## config.mk

```make
export PLATFORM = sky130hd
export DESIGN_NAME = sdcc_core
export DESIGN_NICKNAME = d
export VERILOG_FILES = /design/src/sdcc_pkg.sv /design/src/sdcc_core.sv
export VERILOG_INCLUDE_DIRS = /design/src
export SDC_FILE = /design/constraint.sdc
export NUM_CORES = 1
export LEC_CHECK = 0
export BUFFER_PORTS_ARGS = -buffer_cell sky130_fd_sc_hd__buf_2
export CAP_MARGIN = 20
export CORE_MARGIN = 4
export CORE_UTILIZATION = 50
export DETAILED_ROUTE_END_ITERATION = 12
export GPL_TIMING_DRIVEN = 0
export PLACE_DENSITY = 0.76
export REMOVE_ABC_BUFFERS = 1
export SYNTH_ARGS = -nofsm -noshare
export SYNTH_HDL_FRONTEND = slang
export SYNTH_SLANG_ARGS = --single-unit
export TNS_END_PERCENT = 20
```

## constraint.sdc

```tcl
create_clock -name clk_sys -period 10.2 [get_ports clk_sys]
set_input_delay 2.04 -clock clk_sys [delete_from_list [all_inputs] [get_ports clk_sys]]
set_output_delay 2.04 -clock clk_sys [all_outputs]
set_load 0.02 [all_outputs]
```

## src/sdcc_defines.svh

```systemverilog
`ifndef SDCC_DEFINES_SVH
`define SDCC_DEFINES_SVH
`define SDCC_REF_DIV       256
`define SDCC_MOD_DIV       512
`define SDCC_SETTLE_PERIODS 4
`define SDCC_BG_FACTOR     6
`define SDCC_CAL_SELF      3'h1
`define SDCC_CAL_SYS_ZERO  3'h2
`define SDCC_CAL_SYS_FULL  3'h3
`define SDCC_CAL_SYS_OFS   3'h4
`define SDCC_CAL_BACKGND   3'h5
`define SDCC_CAL_SELF_PER  9
`define SDCC_CAL_STEP_PER  4
`endif

```

## src/sdcc_pkg.sv

```systemverilog
`default_nettype none
package sdcc_pkg;
   typedef enum logic [1:0] {
      SDCC_RUN    = 2'h0,
      SDCC_SETTLE = 2'h1,
      SDCC_CAL    = 2'h2
   } sdcc_state_t;
   typedef logic [23:0] sdcc_word_t;
endpackage
`default_nettype wire

```

## src/sdcc_core.sv

```systemverilog
// Operation
// - One polarity bit sets both differential channels unipolar or bipolar together.
// - Polarity changes only output coding: straight binary or offset binary.
// - High-level single-ended channel is always unipolar coded.
// - Conversion runs continuously; no start command exists.
// - Result register refreshes at notch rate; readable any time.
// - Reference sampling strobe is master clock divided by 256, gain independent.
// - All rates and calibration time scale from the master clock.
// - Falling sync edge resets filter and logic to known state.
// - A calibration command with a mode code of 1 to 5 resets the digital filter; codes 0, 6 and 7 do not.
// - Background mode absorbs setting changes after filter settling time.
// - Mode field codes: 1 self, 2 zero, 3 full, 4 offset, 5 background.
// - Ready output goes low when a calibration sequence completes.
// - After a step, data valid only after four output periods.
// - Background calibration divides the output rate by six.
`timescale 1ns/10ps
`default_nettype none
`include "sdcc_defines.svh"
module sdcc_core #(
   parameter int NOTCH_W = 12
) (
   input  wire logic                 clk_sys,
   input  wire logic                 rstn,
   input  wire logic                 sync_n,
   input  wire logic                 bipolar,
   input  wire logic                 chan_high_level,
   input  wire logic [NOTCH_W-1:0]   notch_select_field,
   input  wire logic [2:0]           calibration_mode_field,
   input  wire logic                 cal_cmd,
   input  wire logic                 sample_valid,
   input  wire logic [23:0]          filter_raw,
   output var  logic                 ref_sample_en,
   output var  logic                 mod_sample_en,
   output var  logic                 filter_reset,
   output var  sdcc_pkg::sdcc_word_t result_data,
   output var  logic                 result_ready_n,
   output var  logic                 cal_busy,
   output var  logic                 bg_mode
);
   import sdcc_pkg::*;

   if (NOTCH_W < 1 || NOTCH_W > 16) begin
      $error("NOTCH_W out of range");
   end

   localparam int DEC_W = NOTCH_W + 3;
   localparam logic [7:0] REF_LAST = 8'(`SDCC_REF_DIV - 1);
   localparam logic [8:0] MOD_LAST = 9'(`SDCC_MOD_DIV - 1);

   function automatic logic [3:0] cal_periods(input logic [2:0] md);
      if (md == `SDCC_CAL_SELF || md == `SDCC_CAL_SYS_OFS) begin
         cal_periods = 4'(`SDCC_CAL_SELF_PER);
      end else begin
         cal_periods = 4'(`SDCC_CAL_STEP_PER);
      end
   endfunction

   function automatic logic is_cal_code(input logic [2:0] md);
      is_cal_code = (md >= `SDCC_CAL_SELF) && (md <= `SDCC_CAL_BACKGND);
   endfunction

   logic              sync_d;
   logic              sync_fall;
   logic              cal_start;
   logic [7:0]        ref_cnt;
   logic [8:0]        mod_cnt;
   logic [DEC_W-1:0]  dec_cnt;
   logic [DEC_W-1:0]  dec_last;
   logic              period_tick;
   logic [2:0]        bg_cnt;
   logic              out_tick;
   logic [3:0]        settle_cnt;
   logic [2:0]        cfg_q;
   logic [NOTCH_W-1:0] notch_q;
   logic              cfg_change;
   logic [23:0]       coded;
   sdcc_state_t       state;

   assign sync_fall  = sync_d && !sync_n;
   assign cal_start  = cal_cmd && is_cal_code(calibration_mode_field);
   assign filter_reset = sync_fall || cal_start;
   assign cfg_change = bg_mode && ({bipolar, chan_high_level, 1'b0} != cfg_q
                       || notch_select_field != notch_q);

   always_ff @(posedge clk_sys) begin
      if (!rstn) begin
         sync_d <= 1'b1;
      end else begin
         sync_d <= sync_n;
      end
   end

   // Reference strobe; gain has no input here on purpose
   always_ff @(posedge clk_sys) begin
      if (!rstn || filter_reset) begin
         ref_cnt       <= 8'h00;
         ref_sample_en <= 1'b0;
      end else begin
         ref_cnt       <= (ref_cnt == REF_LAST) ? 8'h00 : ref_cnt + 8'h01;
         ref_sample_en <= (ref_cnt == REF_LAST);
      end
   end

   always_ff @(posedge clk_sys) begin
      if (!rstn || filter_reset) begin
         mod_cnt       <= 9'h000;
         mod_sample_en <= 1'b0;
      end else begin
         mod_cnt       <= (mod_cnt == MOD_LAST) ? 9'h000 : mod_cnt + 9'h001;
         mod_sample_en <= (mod_cnt == MOD_LAST);
      end
   end

   // Decimation in modulator samples; zero notch code is treated as one
   assign dec_last = (notch_select_field == '0) ? DEC_W'(7)
                   : {notch_select_field, 3'h0} - DEC_W'(1);

   always_ff @(posedge clk_sys) begin
      if (!rstn || filter_reset) begin
         dec_cnt     <= '0;
         period_tick <= 1'b0;
      end else if (mod_sample_en) begin
         dec_cnt     <= (dec_cnt >= dec_last) ? '0 : dec_cnt + DEC_W'(1);
         period_tick <= (dec_cnt >= dec_last);
      end else begin
         period_tick <= 1'b0;
      end
   end

   always_ff @(posedge clk_sys) begin
      if (!rstn || filter_reset) begin
         bg_cnt <= 3'h0;
      end else if (period_tick && bg_mode) begin
         bg_cnt <= (bg_cnt == 3'(`SDCC_BG_FACTOR - 1)) ? 3'h0 : bg_cnt + 3'h1;
      end
   end
   assign out_tick = period_tick && (!bg_mode || bg_cnt == 3'(`SDCC_BG_FACTOR - 1));

   always_ff @(posedge clk_sys) begin
      if (!rstn) begin
         bg_mode <= 1'b0;
      end else if (cal_cmd) begin
         bg_mode <= (calibration_mode_field == `SDCC_CAL_BACKGND);
      end
   end

   always_ff @(posedge clk_sys) begin
      if (!rstn) begin
         cfg_q   <= 3'h0;
         notch_q <= '0;
      end else begin
         cfg_q   <= {bipolar, chan_high_level, 1'b0};
         notch_q <= notch_select_field;
      end
   end

   always_ff @(posedge clk_sys) begin
      if (!rstn) begin
         state      <= SDCC_SETTLE;
         settle_cnt <= 4'(`SDCC_SETTLE_PERIODS);
         cal_busy   <= 1'b0;
      end else if (cal_start) begin
         state      <= SDCC_CAL;
         settle_cnt <= cal_periods(calibration_mode_field);
         cal_busy   <= (calibration_mode_field != `SDCC_CAL_BACKGND);
      end else if (sync_fall || cfg_change) begin
         state      <= SDCC_SETTLE;
         settle_cnt <= 4'(`SDCC_SETTLE_PERIODS);
      end else if (out_tick) begin
         unique case (state)
            SDCC_RUN: begin
               state <= SDCC_RUN;
            end
            SDCC_SETTLE, SDCC_CAL: begin
               if (settle_cnt <= 4'h1) begin
                  state    <= SDCC_RUN;
                  cal_busy <= 1'b0;
               end
               settle_cnt <= settle_cnt - 4'h1;
            end
            default: begin
               state <= SDCC_SETTLE;
            end
         endcase
      end
   end

   // High-level channel is always straight binary; bipolar flips the MSB
   always_comb begin
      coded = filter_raw;
      if (bipolar && !chan_high_level) begin
         coded = {~filter_raw[23], filter_raw[22:0]};
      end
   end

   always_ff @(posedge clk_sys) begin
      if (!rstn) begin
         result_data    <= 24'h000000;
         result_ready_n <= 1'b1;
      end else if (filter_reset) begin
         result_ready_n <= 1'b1;
      end else if (out_tick && state == SDCC_RUN) begin
         result_data    <= sample_valid ? coded : result_data;
         result_ready_n <= 1'b0;
      end else if (out_tick && settle_cnt <= 4'h1) begin
         result_data    <= coded;
         result_ready_n <= 1'b0;
      end
   end

   property p_ref_period;
      @(posedge clk_sys) disable iff (!rstn || filter_reset)
      ref_sample_en |=> !ref_sample_en [*8];
   endproperty
   a_ref_period: assert property (p_ref_period) else $error("ref strobe too close");

   property p_reset_clears_ready;
      @(posedge clk_sys) disable iff (!rstn)
      filter_reset |=> result_ready_n;
   endproperty
   a_reset_clears_ready: assert property (p_reset_clears_ready)
      else $error("ready not cleared on filter reset");

   property p_sync_fall_resets;
      @(posedge clk_sys) disable iff (!rstn)
      $fell(sync_n) |-> filter_reset
         ##1 (state != SDCC_RUN && !ref_sample_en && !period_tick);
   endproperty
   a_sync_fall_resets: assert property (p_sync_fall_resets)
      else $error("sync edge missed");

   property p_cal_resets;
      @(posedge clk_sys) disable iff (!rstn)
      cal_start |-> filter_reset ##1 (state == SDCC_CAL);
   endproperty
   a_cal_resets: assert property (p_cal_resets) else $error("cal did not reset filter");

   property p_hl_unipolar;
      @(posedge clk_sys) disable iff (!rstn)
      chan_high_level |-> coded == filter_raw;
   endproperty
   a_hl_unipolar: assert property (p_hl_unipolar) else $error("high level coded bipolar");

   property p_bipolar_code;
      @(posedge clk_sys) disable iff (!rstn)
      (bipolar && !chan_high_level) |-> coded[23] != filter_raw[23];
   endproperty
   a_bipolar_code: assert property (p_bipolar_code) else $error("offset binary wrong");

   property p_no_ready_unsettled;
      @(posedge clk_sys) disable iff (!rstn)
      $fell(result_ready_n) |-> $past(out_tick);
   endproperty
   a_no_ready_unsettled: assert property (p_no_ready_unsettled)
      else $error("ready off output tick");

   property p_bg_rate;
      @(posedge clk_sys) disable iff (!rstn)
      (bg_mode && period_tick && bg_cnt != 3'h5) |-> !out_tick;
   endproperty
   a_bg_rate: assert property (p_bg_rate) else $error("background rate not divided");

   // Independent counters, so the checks below do not reuse the dividers they guard
   logic [8:0]        ref_since;
   logic [9:0]        mod_since;
   logic [3:0]        ticks_since;

   always_ff @(posedge clk_sys) begin
      if (!rstn || filter_reset) begin
         ref_since <= 9'h000;
         mod_since <= 10'h000;
      end else begin
         ref_since <= ref_sample_en ? 9'h001 : ref_since + 9'h001;
         mod_since <= mod_sample_en ? 10'h001 : mod_since + 10'h001;
      end
   end

   // Saturates so a long run cannot wrap back under the settle count
   always_ff @(posedge clk_sys) begin
      if (!rstn || filter_reset) begin
         ticks_since <= 4'h0;
      end else if (out_tick && ticks_since != 4'hF) begin
         ticks_since <= ticks_since + 4'h1;
      end
   end

   property p_ref_spacing;
      @(posedge clk_sys) disable iff (!rstn)
      ref_sample_en |-> ref_since == 9'(`SDCC_REF_DIV);
   endproperty
   a_ref_spacing: assert property (p_ref_spacing)
      else $error("ref strobe spacing wrong");

   property p_mod_spacing;
      @(posedge clk_sys) disable iff (!rstn)
      mod_sample_en |-> mod_since == 10'(`SDCC_MOD_DIV);
   endproperty
   a_mod_spacing: assert property (p_mod_spacing)
      else $error("modulator strobe spacing wrong");

   property p_cal_done_ready;
      @(posedge clk_sys) disable iff (!rstn)
      ($fell(cal_busy) && !$past(cal_start)) |-> !result_ready_n;
   endproperty
   a_cal_done_ready: assert property (p_cal_done_ready)
      else $error("calibration ended without ready");

   property p_settle_ticks;
      @(posedge clk_sys) disable iff (!rstn)
      $fell(result_ready_n) |-> ticks_since >= 4'(`SDCC_SETTLE_PERIODS);
   endproperty
   a_settle_ticks: assert property (p_settle_ticks)
      else $error("ready before filter resettled");
endmodule
`default_nettype wire

```

==> Flow_metrics.wiki, run 1 <==
{| class="wikitable"
! Metric !! Value
|-
| Result of the run || complete, no violations
|-
| Area of the placeable core || about 0.008 mm^2
|-
| Worst reg2reg setup slack || 7.90 ns
|-
| Worst hold path depth || 1
|-
| Via/cell ratio || between 5 and 6
|-
| Worst Hold Endpoint || mod_cnt[0]$_SDFF_PP0_
|-
| Final routed wire length divided by cell count || ~13 um
|-
| Multi-input gate area in the final layout || 0.00223 mm^2
|-
| GR Overflow Total || 0
|-
| Max Buffers Root-to-Sink || 2
|-
| Maximum net fanout on the critical path || 16
|-
| Post-synthesis average cell area || 9.06 um^2
|-
| Sequential area share after synthesis || 0.422
|-
| Beginning of the worst register-to-register path || settle_cnt[0]$_SDFFE_PN0P_
|-
| Synth-to-layout area growth || 15.1%
|-
| Launch instance of the worst min-delay path || mod_cnt[0]$_SDFF_PP0_
|-
| Final instance count without filler cells || 629
|-
| Leakage power || ~0.0022 uW
|-
| Critical path cell sequence || buf_2 -> or4_4 -> or3_1 -> nor3_1 -> nand2_2 -> nand2b_1 -> ha_1 -> a2111oi_0 -> o21ai_0 -> a211o_1 -> o31a_1 -> and2_1
|-
| Total chip power || 606 uW
|-
| Warnings, synthesis || 0
|-
| # diodes || 0
|-
| Power density over the cells || between 100 and 150 mW/mm^2
|-
| Final-layout worst hold slack || about 0.45 ns
|-
| Die area || between 0.009 and 0.01 mm^2
|-
| Area taken by flip-flops and latches || between 0.0015 and 0.002 mm^2
|-
| Layout cell share with drive strength beyond 1 || 0.186
|-
| Slowest cell on crit path || sky130_fd_sc_hd__or4_4
|-
| # Post-CTS Setup Buffers || 0
|-
| Final wirelength || between 8000 and 9000 um
|-
| Number of global-route vias before repair || between 3000 and 4000
|-
| Path type of the worst min-delay path || flop to flop
|-
| Global-route total usage across every layer || 0.175
|-
| Pin count of the biggest net entering global routing || 34
|-
| Number of instances in the placed design || around 610
|-
| TritonCTS clock tree || yes
|-
| Post-detailed-route DRC marker count || 0
|-
| Hpwl dp || between 6000 and 7000 um
|-
| Starting density of the core || 0.522
|-
| Number of antenna violations at the first check in global routing || 0
|-
| Sinks on the clock net || 86
|-
| Filler Cell Count || ~700
|-
| Root buffer selected by CTS || sky130_fd_sc_hd__clkbuf_8
|-
| Nature of the critical path endpoint || flop
|-
| Initial detailed-routing violation count || around 130
|-
| Number of enable flip-flop cells after synthesis || 0
|-
| Largest stage delay, worst path || between 0.5 and 0.6 ns
|-
| Data required time at the worst endpoint || 10.44 ns
|-
| Setup-failing EPs final || 0
|-
| Placer's final routability congestion estimate || between 0.9 and 1
|-
| Std cell rows || 32
|-
| Number of buffers created by CTS || 9
|-
| Type of the worst setup path || input pin to flop
|-
| Later-pin clock latency in the skew report || around 0.35 ns
|-
| Number of hold violations in the final report || 0
|-
| Highest ir drop seen on vdd || 111 uV
|-
| Post-synthesis sequential element count || 86
|-
| CTS resizes || 0
|-
| Quantity of I/O buffers inserted on ports || 75
|-
| Distinct cells, synth || 49
|-
| Net total in the final layout || 590
|-
| Setup TNS || 0 ns
|-
| Clock transition at path regs || ~0.080 ns
|-
| Slew headroom || 0.310
|-
| Worst-case clock skew || approximately 0.01 ns
|-
| Setup repair after global routing missed its margin || false
|-
| Time the worst path needs with I/O delays and setup || around 5.3 ns
|-
| Critical Path AT || between 5 and 6 ns
|-
| Overall via count from detail_route || approximately 3300
|-
| Level count of the clock H-tree || 3
|-
| Final cycle utilization of the critical path || 0.524
|-
| Achievable clock frequency || around 190 MHz
|-
| Synthesized instance count || 450
|-
| Die height || 98.3 um
|-
| Actual transition at the worst max-transition pin || 1.03 ns
|-
| Length of the first detailed-routing pass in iterations || 4
|-
| Worst r2r path cells || 7
|-
| Number of slew-limit violations in the final report || 0
|-
| Synth Flop Type || sky130_fd_sc_hd__dfxtp_1
|-
| Startpoint types || input pin
|-
| Die W || 98.3 um
|-
| Synthesized area || 0.00408 mm^2
|-
| Boundary Pins || 76
|-
| R2R Path End || result_data[15]$_SDFFE_PN0P_
|-
| Wire length of the first global-routing pass || between 10000 and 15000 um
|-
| Count of antenna-violating nets left after detailed routing || 0
|-
| CTS Hold Bufs || 0
|-
| Asr flop ratio synth || 0
|-
| Maximum capacitance violations || 0
|}
metal layers:
layer / vias to the layer above / GRT usage / part of all wire
li1: 1693 / - / -
met1: 1519 / 0.218 / 0.45
met2: 53 / 0.302 / 0.50
met3: 6 / 0.0436 / 0.041
met4: 0 / 0.0441 / 0.0064
met5: - / 0 / 0
final cells by class:
type / instances / area share
multi-input combinational: 331 / 0.475
sequential: 86 / 0.367
timing repair buffer: 75 / 0.0800
clock buffer: 12 / 0.0288
tap: 102 / 0.0272
inverter: 19 / 0.0152
clock inverter: 4 / 0.00694
cells in the mapped netlist (3+ instances only):
cell type	count	share of area
sky130_fd_sc_hd__xor2_1	37	0.079
sky130_fd_sc_hd__nand2_1	33	0.030
sky130_fd_sc_hd__nand2b_1	5	0.0077
sky130_fd_sc_hd__ha_1	22	0.068
sky130_fd_sc_hd__nand4_1	9	0.014
sky130_fd_sc_hd__nor2_1	57	0.052
sky130_fd_sc_hd__o21ai_0	9	0.011
sky130_fd_sc_hd__buf_2	3	0.0037
sky130_fd_sc_hd__and2_1	11	0.017
sky130_fd_sc_hd__nor3_1	22	0.027
sky130_fd_sc_hd__inv_1	19	0.017
sky130_fd_sc_hd__dfxtp_1	86	0.42
sky130_fd_sc_hd__nand3_1	19	0.023
sky130_fd_sc_hd__mux2i_1	27	0.066
sky130_fd_sc_hd__and3_1	8	0.012
sky130_fd_sc_hd__or3_1	4	0.0061
sky130_fd_sc_hd__a21oi_1	13	0.016
sky130_fd_sc_hd__o311a_1	3	0.0074
sky130_fd_sc_hd__xnor2_1	13	0.028
sky130_fd_sc_hd__nor4_1	5	0.0077
sky130_fd_sc_hd__clkbuf_1	10	0.0092
flip-flops by register name, summed over array words and instances (netlist names):
signal	flops
result_data	24
state	2
settle_cnt	4
period_tick	1
ref_cnt	8
result_ready_n	1
ref_sample_en	1
dec_cnt	15
bg_cnt	3
bg_mode	1
sync_d	1
mod_cnt	9
cal_busy	1
cfg_q	2
mod_sample_en	1
notch_q	12
where the power goes:
part / switching, uW / internal, uW / leakage [uW]
Sequential: 4.25 / 342 / 0.000699
Clock: 117 / 90.1 / 0.0000772
Combinational: 31.1 / 22.6 / 0.00143
critical path: cells and delay by family:
family | cells | cell delay, ns
AO/OA/AOI/OAI | 4 | 1.25
adder cells (fa/ha/maj) | 1 | 0.25
buffers and inverters | 1 | 0.15
AND/OR/NAND/NOR | 6 | 1.89
cells in the final DEF (no fill, tap or decap), drive strengths merged, types with 2 or more instances in the layout:
master,n
nand4,9
mux2i,27
a311oi,2
nor2,57
nand2,34
o311a,3
ha,22
nand3,20
nor4,5
a21oi,13
o21ai,9
nor2b,2
nand2b,5
nor3,23
buf,75
clkinvlp,2
or4,2
and3,8
a2111oi,2
and2,13
dfxtp,86
xor2,37
clkbuf,12
a211oi,2
xnor2,13
or3,4
inv,20
or2,2
and4,2
logic make-up (layout without fill, tap and decap cells):
kind of cell	Yosys count	count (layout)	synth area share
simple gates	190	190	0.231
compound gates	41	41	0.0709
flops	86	86	0.422
mux	28	28	0.0691
fa+ha+maj	22	22	0.0675
buf+inv	33	110	0.0313
xor+xnor	50	50	0.107
per-stage QoR:
stage | cell area (um^2) | setup WS, ns | util
6_report | 4690 | 4.86 | 0.601
3_3_place_gp | 4520 | 4.64 | 0.579
3_5_place_dp | 4520 | 4.51 | 0.579
5_1_grt | 4690 | 4.69 | 0.601
4_1_cts | 4690 | 4.87 | 0.601
2_1_floorplan | 4020 | 5.13 | -
worst max-delay path by stage:
stage | slack [ns] | cells after the start | startpoint | endpoint
finish | 4.86 | 12 | notch_select_field[2] | period_tick$_SDFF_PP0_
global route | 4.69 | 12 | notch_select_field[2] | dec_cnt[12]$_SDFFE_PP0P_
CTS | 4.87 | 12 | notch_select_field[2] | period_tick$_SDFF_PP0_
detailed placement | 4.51 | 12 | notch_select_field[2] | period_tick$_SDFF_PP0_
global placement | 4.64 | 12 | notch_select_field[2] | period_tick$_SDFF_PP0_
floorplan | 5.13 | 11 | notch_select_field[2] | period_tick$_SDFF_PP0_
Note: power is estimated with default switching activity, not from simulation.
==> run 2: changes to the inputs <==
ABC_AREA = 1   (was not set)
PLACE_DENSITY = 0.75   (was 0.76)
clock period = 5.04 ns   (was 10.2 ns; I/O delays follow)
==> run 2 against run 1 <==
Via count is 16% higher. Register-to-register slack got worse by 4.8 ns. Wire length rose by 4.5%. Final area up 5.8%. Die area is 6.0% higher. Largest cell class unchanged. Largest power group unchanged.
==> Flow_metrics.wiki, run 2 <==
{| class="wikitable"
! Metric !! Value
|-
| Global-route total usage across every layer || 0.179
|-
| Maximum capacitance violations || 0
|-
| Number of enable flip-flop cells after synthesis || 0
|-
| Wire length of the first global-routing pass || around 15000 um
|-
| Quantity of I/O buffers inserted on ports || 75
|-
| Max Buffers Root-to-Sink || 2
|-
| Slew headroom || 0.494
|-
| Worst r2r path cells || 8
|-
| Die height || 101 um
|-
| Die W || 101 um
|-
| Final-layout worst hold slack || between 0.4 and 0.5 ns
|-
| Layout cell share with drive strength beyond 1 || 0.160
|-
| Actual transition at the worst max-transition pin || ~0.76 ns
|-
| Placer's final routability congestion estimate || approximately 0.9
|-
| # Post-CTS Setup Buffers || 0
|-
| Number of hold violations in the final report || 0
|-
| Via/cell ratio || 4.79
|-
| Net total in the final layout || between 700 and 800
|-
| Final routed wire length divided by cell count || 10.9 um
|-
| Time the worst path needs with I/O delays and setup || around 3.5 ns
|-
| Count of antenna-violating nets left after detailed routing || 0
|-
| Synth-to-layout area growth || 14.2%
|-
| Initial detailed-routing violation count || 95
|-
| Setup-failing EPs final || 0
|-
| Most numerous cell in the Yosys netlist || sky130_fd_sc_hd__nand2_1
|-
| Warnings, synthesis || 0
|-
| Simple-gate share of the synthesized area || 0.312
|-
| Power density over the cells || 266 mW/mm^2
|-
| Largest stage delay, worst path || 0.45 ns
|-
| Filler Cell Count || approximately 770
|-
| Worst-case clock skew || around 0.011 ns
|-
| Register containing the most flip-flops in the final layout || result_data
|-
| Level count of the clock H-tree || 3
|-
| GR Overflow Total || 0
|-
| Highest ir drop seen on vdd || between 150 and 200 uV
|-
| Mux cell area share after synthesis || 0.00230
|-
| TritonCTS clock tree || yes
|-
| Leakage power || 0.00240 uW
|-
| Root buffer selected by CTS || sky130_fd_sc_hd__clkbuf_8
|-
| CTS Hold Bufs || 0
|-
| Later-pin clock latency in the skew report || about 0.36 ns
|-
| Maximum net fanout on the critical path || 14
|-
| Worst hold path depth || 1
|-
| Critical path cell sequence || buf_2 -> nor2_1 -> inv_1 -> nor3_1 -> nand4_1 -> nand3_1 -> ha_1 -> a21o_1 -> and2_0 -> o21ai_0 -> nand4_1 -> nand2_1 -> nand2_1 -> nor2_1
|-
| Sequential area share after synthesis || 0.396
|-
| Synthesized area || 0.00434 mm^2
|-
| Setup TNS || 0 ns
|-
| Slowest cell on crit path || sky130_fd_sc_hd__nand4_1
|-
| Path type of the worst min-delay path || flop to flop
|-
| Nature of the critical path endpoint || flop
|-
| Result of the run || complete, no violations
|-
| Die area || 0.0102 mm^2
|-
| Synthesized-area fraction occupied by xor and xnor cells || 0.0383
|-
| Data required time at the worst endpoint || approximately 5.3 ns
|-
| Most used cells in the layout excluding fill and tap cells || sky130_fd_sc_hd__nand2_1 (128), sky130_fd_sc_hd__nor2_1 (115), sky130_fd_sc_hd__inv_1 (92)
|-
| Starting density of the core || 0.521
|-
| Overall via count from detail_route || roughly 3800
|-
| Pin count of the biggest net entering global routing || 46
|-
| Share of the synthesized area in compound gates (AO/OA/AOI/OAI) || 0.0815
|-
| Number of flip-flops under the largest register name || 24
|-
| Final cycle utilization of the critical path || 0.697
|-
| Post-synthesis adder-cell area fraction || 0.0634
|-
| Post-synthesis sequential element count || between 80 and 90
|-
| Synthesized instance count || 613
|-
| Type of the worst setup path || input pin to flop
|-
| Number of buffers created by CTS || 9
|-
| Post-synthesis average cell area || slightly above 7 um^2
|-
| Sinks on the clock net || 86
|-
| Asr flop ratio synth || 0
|-
| Boundary Pins || 76
|-
| Cell taking the most area after synthesis || sky130_fd_sc_hd__dfxtp_1
|-
| Number of slew-limit violations in the final report || 0
|-
| Std cell rows || 33
|-
| Post-detailed-route DRC marker count || 0
|-
| Dominant cells by area after synthesis || sky130_fd_sc_hd__dfxtp_1 (40%), sky130_fd_sc_hd__nand2_1 (11%), sky130_fd_sc_hd__nor2_1 (9.9%), sky130_fd_sc_hd__inv_1 (7.9%), sky130_fd_sc_hd__ha_1 (6.3%)
|-
| Clock transition at path regs || around 0.10 ns
|-
| Most numerous cell types in the synthesized netlist || sky130_fd_sc_hd__nand2_1 (128), sky130_fd_sc_hd__nor2_1 (115), sky130_fd_sc_hd__inv_1 (92)
|-
| Number of antenna violations at the first check in global routing || 0
|-
| Share of the synthesized area in the top cell type || 0.396
|-
| CTS resizes || 0
|-
| Hpwl dp || around 6600 um
|-
| Achievable clock frequency || 285 MHz
|-
| Distinct cells, synth || 36
|-
| Leading cell type in the layout, fill and taps excluded || sky130_fd_sc_hd__nand2_1
|-
| # diodes || 0
|-
| Post-route cell area || 0.00496 mm^2
|-
| Startpoint types || input pin
|-
| Critical Path AT || 3.80 ns
|-
| Area of the placeable core || between 0.008 and 0.009 mm^2
|-
| Area after detailed placement || around 0.0048 mm^2
|-
| Setup repair after global routing missed its margin || false
|-
| Number of global-route vias before repair || 3604
|-
| Top flop regs || result_data: 24 flops, dec_cnt: 15 flops, notch_q: 12 flops
|-
| Length of the first detailed-routing pass in iterations || 5
|-
| Largest family of logic cells by synthesized area || simple AND/OR/NAND/NOR gates
|-
| Final wirelength || between 8000 and 9000 um
|-
| Synth Flop Type || sky130_fd_sc_hd__dfxtp_1
|}
## run 2: layer usage
metal,wire (um),vias to the layer above,global-route usage
met5,0,-,0
met4,150,0,0.0654
met3,313,15,0.0461
met2,4320,59,0.315
met1,3900,1684,0.208
li1,-,2045,-
## run 2: final timing paths
check / endpoint / startpoint / slack [ns]
max: dec_cnt[5]$_SDFFE_PP0P_ / notch_select_field[3] / 1.53
min: mod_cnt[0]$_SDFF_PP0_ / mod_cnt[0]$_SDFF_PP0_ / 0.45
max reg2reg: dec_cnt[5]$_SDFFE_PP0P_ / dec_cnt[12]$_SDFFE_PP0P_ / 3.09
min reg2reg: mod_cnt[0]$_SDFF_PP0_ / mod_cnt[0]$_SDFF_PP0_ / 0.45
## run 2: final cells by class
cell class	count	area, um^2	share of cell area
clock buffers	9	124	0.0250
clock inverters	7	86.3	0.0174
inverters	95	362	0.0729
multi-input cells	417	2160	0.436
flip-flops and latches	86	1720	0.347
well taps	105	131	0.0265
repair buffers	75	375	0.0756
## run 2: kinds of logic after synthesis
kind of cell / count (synthesis)
xor+xnor: 19
fa+ha+maj: 22
simple gates: 311
buf+inv: 110
flops: 86
compound gates: 64
mux: 1
## run 2: metrics by stage
stage	setup slack (ns)	cells	util	total power (uW)
5_1_grt	1.22	794	0.595	1390
6_report	1.53	794	0.595	1320
3_5_place_dp	1.19	778	0.570	847
2_1_floorplan	1.91	598	-	799
4_1_cts	1.58	794	0.595	1340
3_3_place_gp	1.25	778	0.570	842
## run 2: power by group
group          leakage [uW]  switching [uW]  internal (uW)
clock network      0.000105             291            200
registers          0.000699            8.33            693
logic               0.00159            80.0           50.3
total               0.00240             379            943
## run 2: worst max-delay path, delay by kind of cell
kind	cells	cell delay, ns
adder cells (fa/ha/maj)	1	0.27
buffers and inverters	2	0.20
AO/OA/AOI/OAI	2	0.39
AND/OR/NAND/NOR	9	1.93
==> run 3: changes to the inputs <==
ABC_AREA = 0   (was 1)
PLACE_DENSITY = 0.76   (was 0.75)
clock period = 3.3 ns   (was 5.04 ns; I/O delays follow)
==> run 3 against run 2 <==
The flow now finishes with violations (setup timing). Sequential share of layout area up 0.49 points. Final area shrank 1.4%. Hold slack got worse by 0.00098 ns. Via count decreased by 11%. Sequential power up 53%. Final cell count fell by 20%. Critical path type unchanged. Critical endpoint is now dec_cnt[9]$_SDFFE_PP0P_.
==> Flow_metrics.wiki, run 3 (synthesis gave the netlist of run 1 again) <==
{| class="wikitable"
! Metric !! Value
|-
| Register containing the most flip-flops in the final layout || result_data
|-
| Worst r2r path cells || 7
|-
| Part of the power in combinational logic || 0.095
|-
| Global-route total usage across every layer || 0.184
|-
| Setup-failing EPs final || 16
|-
| Logic depth of the worst setup path including buffers || 12
|-
| Die W || 98.3 um
|-
| Number of hold violations in the final report || 0
|-
| Nature of the critical path endpoint || flop
|-
| CTS Hold Bufs || 0
|-
| Most used cell, CP || sky130_fd_sc_hd__or4_4
|-
| Fraction of power consumed by the clock network || 0.341
|-
| Number of flip-flops under the largest register name || 24
|-
| Area after detailed placement || ~0.0045 mm^2
|-
| Failing checks || setup timing
|-
| Largest stage delay, worst path || 0.52 ns
|-
| Path type of the worst min-delay path || flop to flop
|-
| TritonCTS clock tree || yes
|-
| Starting density of the core || 0.522
|-
| Actual transition at the worst max-transition pin || roughly 1.0 ns
|-
| Die area || around 0.0097 mm^2
|-
| Most used cells in the layout excluding fill and tap cells || sky130_fd_sc_hd__dfxtp_1 (86), sky130_fd_sc_hd__buf_2 (71), sky130_fd_sc_hd__nor2_1 (57)
|-
| Later-pin clock latency in the skew report || ~0.35 ns
|-
| Post-route cell area || around 0.005 mm^2
|-
| Result of the run || finished, violations left
|-
| Switching share of total power || 0.254
|-
| Final cycle utilization of the critical path || 1.02
|-
| Kind of cell with the highest combined delay on the critical path || simple AND/OR/NAND/NOR gates
|-
| Root buffer selected by CTS || sky130_fd_sc_hd__clkbuf_8
|-
| Initial detailed-routing violation count || 150
|-
| Final wirelength || 8800 um
|-
| Filler Cell Count || 666
|-
| Count of antenna-violating nets left after detailed routing || 0
|-
| Internal power of the cells || 1410 uW
|-
| Number of buffer and inverter instances along the worst setup path || 1
|-
| Placer's final routability congestion estimate || 0.921
|-
| Synth-to-layout area growth || 20.0%
|-
| Time the worst path needs with I/O delays and setup || about 3.4 ns
|-
| Die height || 98.3 um
|-
| Crit path setup slack, layout || -0.0766 ns
|-
| Achievable clock frequency || 296 MHz
|-
| Final-layout worst hold slack || approximately 0.45 ns
|-
| Layout cell share with drive strength beyond 1 || 0.227
|-
| Leading cell type in the layout, fill and taps excluded || sky130_fd_sc_hd__dfxtp_1
|-
| Number of global-route vias before repair || around 3300
|-
| Type of the worst setup path || input pin to flop
|-
| Setup repair after global routing missed its margin || true
|-
| Maximum capacitance violations || 0
|-
| Worst reg2reg setup slack || 1.00 ns
|-
| Number of slew-limit violations in the final report || 0
|-
| Fin util || 0.627
|-
| Clock transition at path regs || around 0.090 ns
|-
| # diodes || 0
|-
| Hpwl dp || slightly above 6000 um
|-
| Data required time at the worst endpoint || approximately 3.6 ns
|-
| Maximum net fanout on the critical path || 8
|-
| Slew headroom || 0.321
|-
| Level count of the clock H-tree || 3
|-
| Switching power || a little under 500 uW
|-
| GR Overflow Total || 0
|-
| Critical path cell sequence || buf_8 -> or4_4 -> or3_4 -> or4_4 -> nor3_2 -> a21oi_1 -> ha_1 -> nand4_1 -> a211oi_2 -> a211o_1 -> o31a_4 -> nor3_1
|-
| Startpoint types || input pin
|-
| Pin count of the biggest net entering global routing || 34
|-
| Net total in the final layout || about 600
|-
| Top flop regs || result_data: 24 flops, dec_cnt: 15 flops, notch_q: 12 flops
|-
| Worst hold path depth || 1
|-
| Power density over the cells || slightly below 400 mW/mm^2
|-
| Wire length of the first global-routing pass || approximately 15000 um
|-
| Quantity of I/O buffers inserted on ports || 75
|-
| Worst-case clock skew || 0.0107 ns
|-
| Final routed wire length divided by cell count || between 10 and 15 um
|-
| Via/cell ratio || around 5.3
|-
| Area of the placeable core || between 0.007 and 0.008 mm^2
|-
| Length of the first detailed-routing pass in iterations || 4
|-
| Number of buffers created by CTS || 9
|-
| Total chip power || 1890 uW
|-
| Overall via count from detail_route || between 3000 and 4000
|-
| Number of antenna violations at the first check in global routing || 0
|-
| Post-detailed-route DRC marker count || 0
|-
| Sinks on the clock net || 86
|-
| Max Buffers Root-to-Sink || 2
|-
| Boundary Pins || 76
|-
| Critical Path AT || about 3.6 ns
|-
| Share of power burned in registers || 0.564
|-
| Leakage power || 0.00229 uW
|-
| Slowest cell on crit path || sky130_fd_sc_hd__or4_4
|-
| Highest ir drop seen on vdd || approximately 340 uV
|-
| Std cell rows || 32
|}
[run 3: changes by cell type in the layout (fill, tap and decap cells not counted), sizes merged, moves of 12 or more]
| cell | before | now |
|---|---|---|
| inv | 99 | 20 |
| mux2i | 1 | 27 |
| nand2 | 132 | 34 |
| xor2 | 9 | 37 |
| nor3 | 9 | 23 |
| nor2 | 117 | 57 |
| and2 | 1 | 13 |
| o21ai | 40 | 9 |
[run 3: what timing repair did]
action / CTS / global route
setup endpoints to repair: 16 / 16
buffers inserted: 5 / 1
pin swaps: 13 / 4
resized for setup: 30 / 2
cloned: 1 / 0
[run 3: per-layer routing]
metal	wire length [um]	global-route usage	vias to the layer above
met4	115	0.0494	0
met1	3870	0.222	1588
met5	0	0	-
li1	-	-	1713
met3	360	0.0464	14
met2	4460	0.324	64
[run 3: per-stage QoR]
step	setup TNS (ns)	worst slack [ns]	cells
detailed placement	-15.54	-1.01	613
floorplan	-5.50	-0.392	436
CTS	-0.826	-0.0770	635
global placement	-13.28	-0.878	613
global route	-2.00	-0.168	636
finish	-0.621	-0.0766	636
[run 3: power groups by stage]
| stage | sequential (uW) | clock, uW | combinational (uW) |
|---|---|---|---|
| 2_1_floorplan | 1090 | 0 | 96.1 |
| 3_3_place_gp | 1090 | 0 | 161 |
| 3_5_place_dp | 1090 | 0 | 166 |
| 4_1_cts | 1070 | 664 | 179 |
| 5_1_grt | 1070 | 710 | 202 |
| 6_report | 1070 | 645 | 180 |
[run 3: final timing paths]
| path | from | to |
|---|---|---|
| max | notch_select_field[5] | dec_cnt[9]$_SDFFE_PP0P_ |
| min | mod_cnt[0]$_SDFF_PP0_ | mod_cnt[0]$_SDFF_PP0_ |
| max reg2reg | settle_cnt[0]$_SDFFE_PN0P_ | result_data[2]$_SDFFE_PN0P_ |
| min reg2reg | mod_cnt[0]$_SDFF_PP0_ | mod_cnt[0]$_SDFF_PP0_ |
[run 3: worst register-to-register path: cells and delay by family (launching register included)]
kind | cells | cell delay [ns]
compound gates | 1 | 0.31
fa+ha+maj | 1 | 0.19
buf+inv | 1 | 0.08
flops | 1 | 0.37
mux | 1 | 0.41
simple gates | 3 | 0.80
[run 3: cell type report]
type / count / area (um^2) / area share
tap: 102 / 128 / 0.0261
multi-input combinational: 332 / 2360 / 0.482
timing repair buffer: 81 / 445 / 0.0910
sequential: 86 / 1720 / 0.352
clock buffer: 12 / 135 / 0.0276
inverter: 19 / 71.3 / 0.0146
clock inverter: 4 / 32.5 / 0.00665
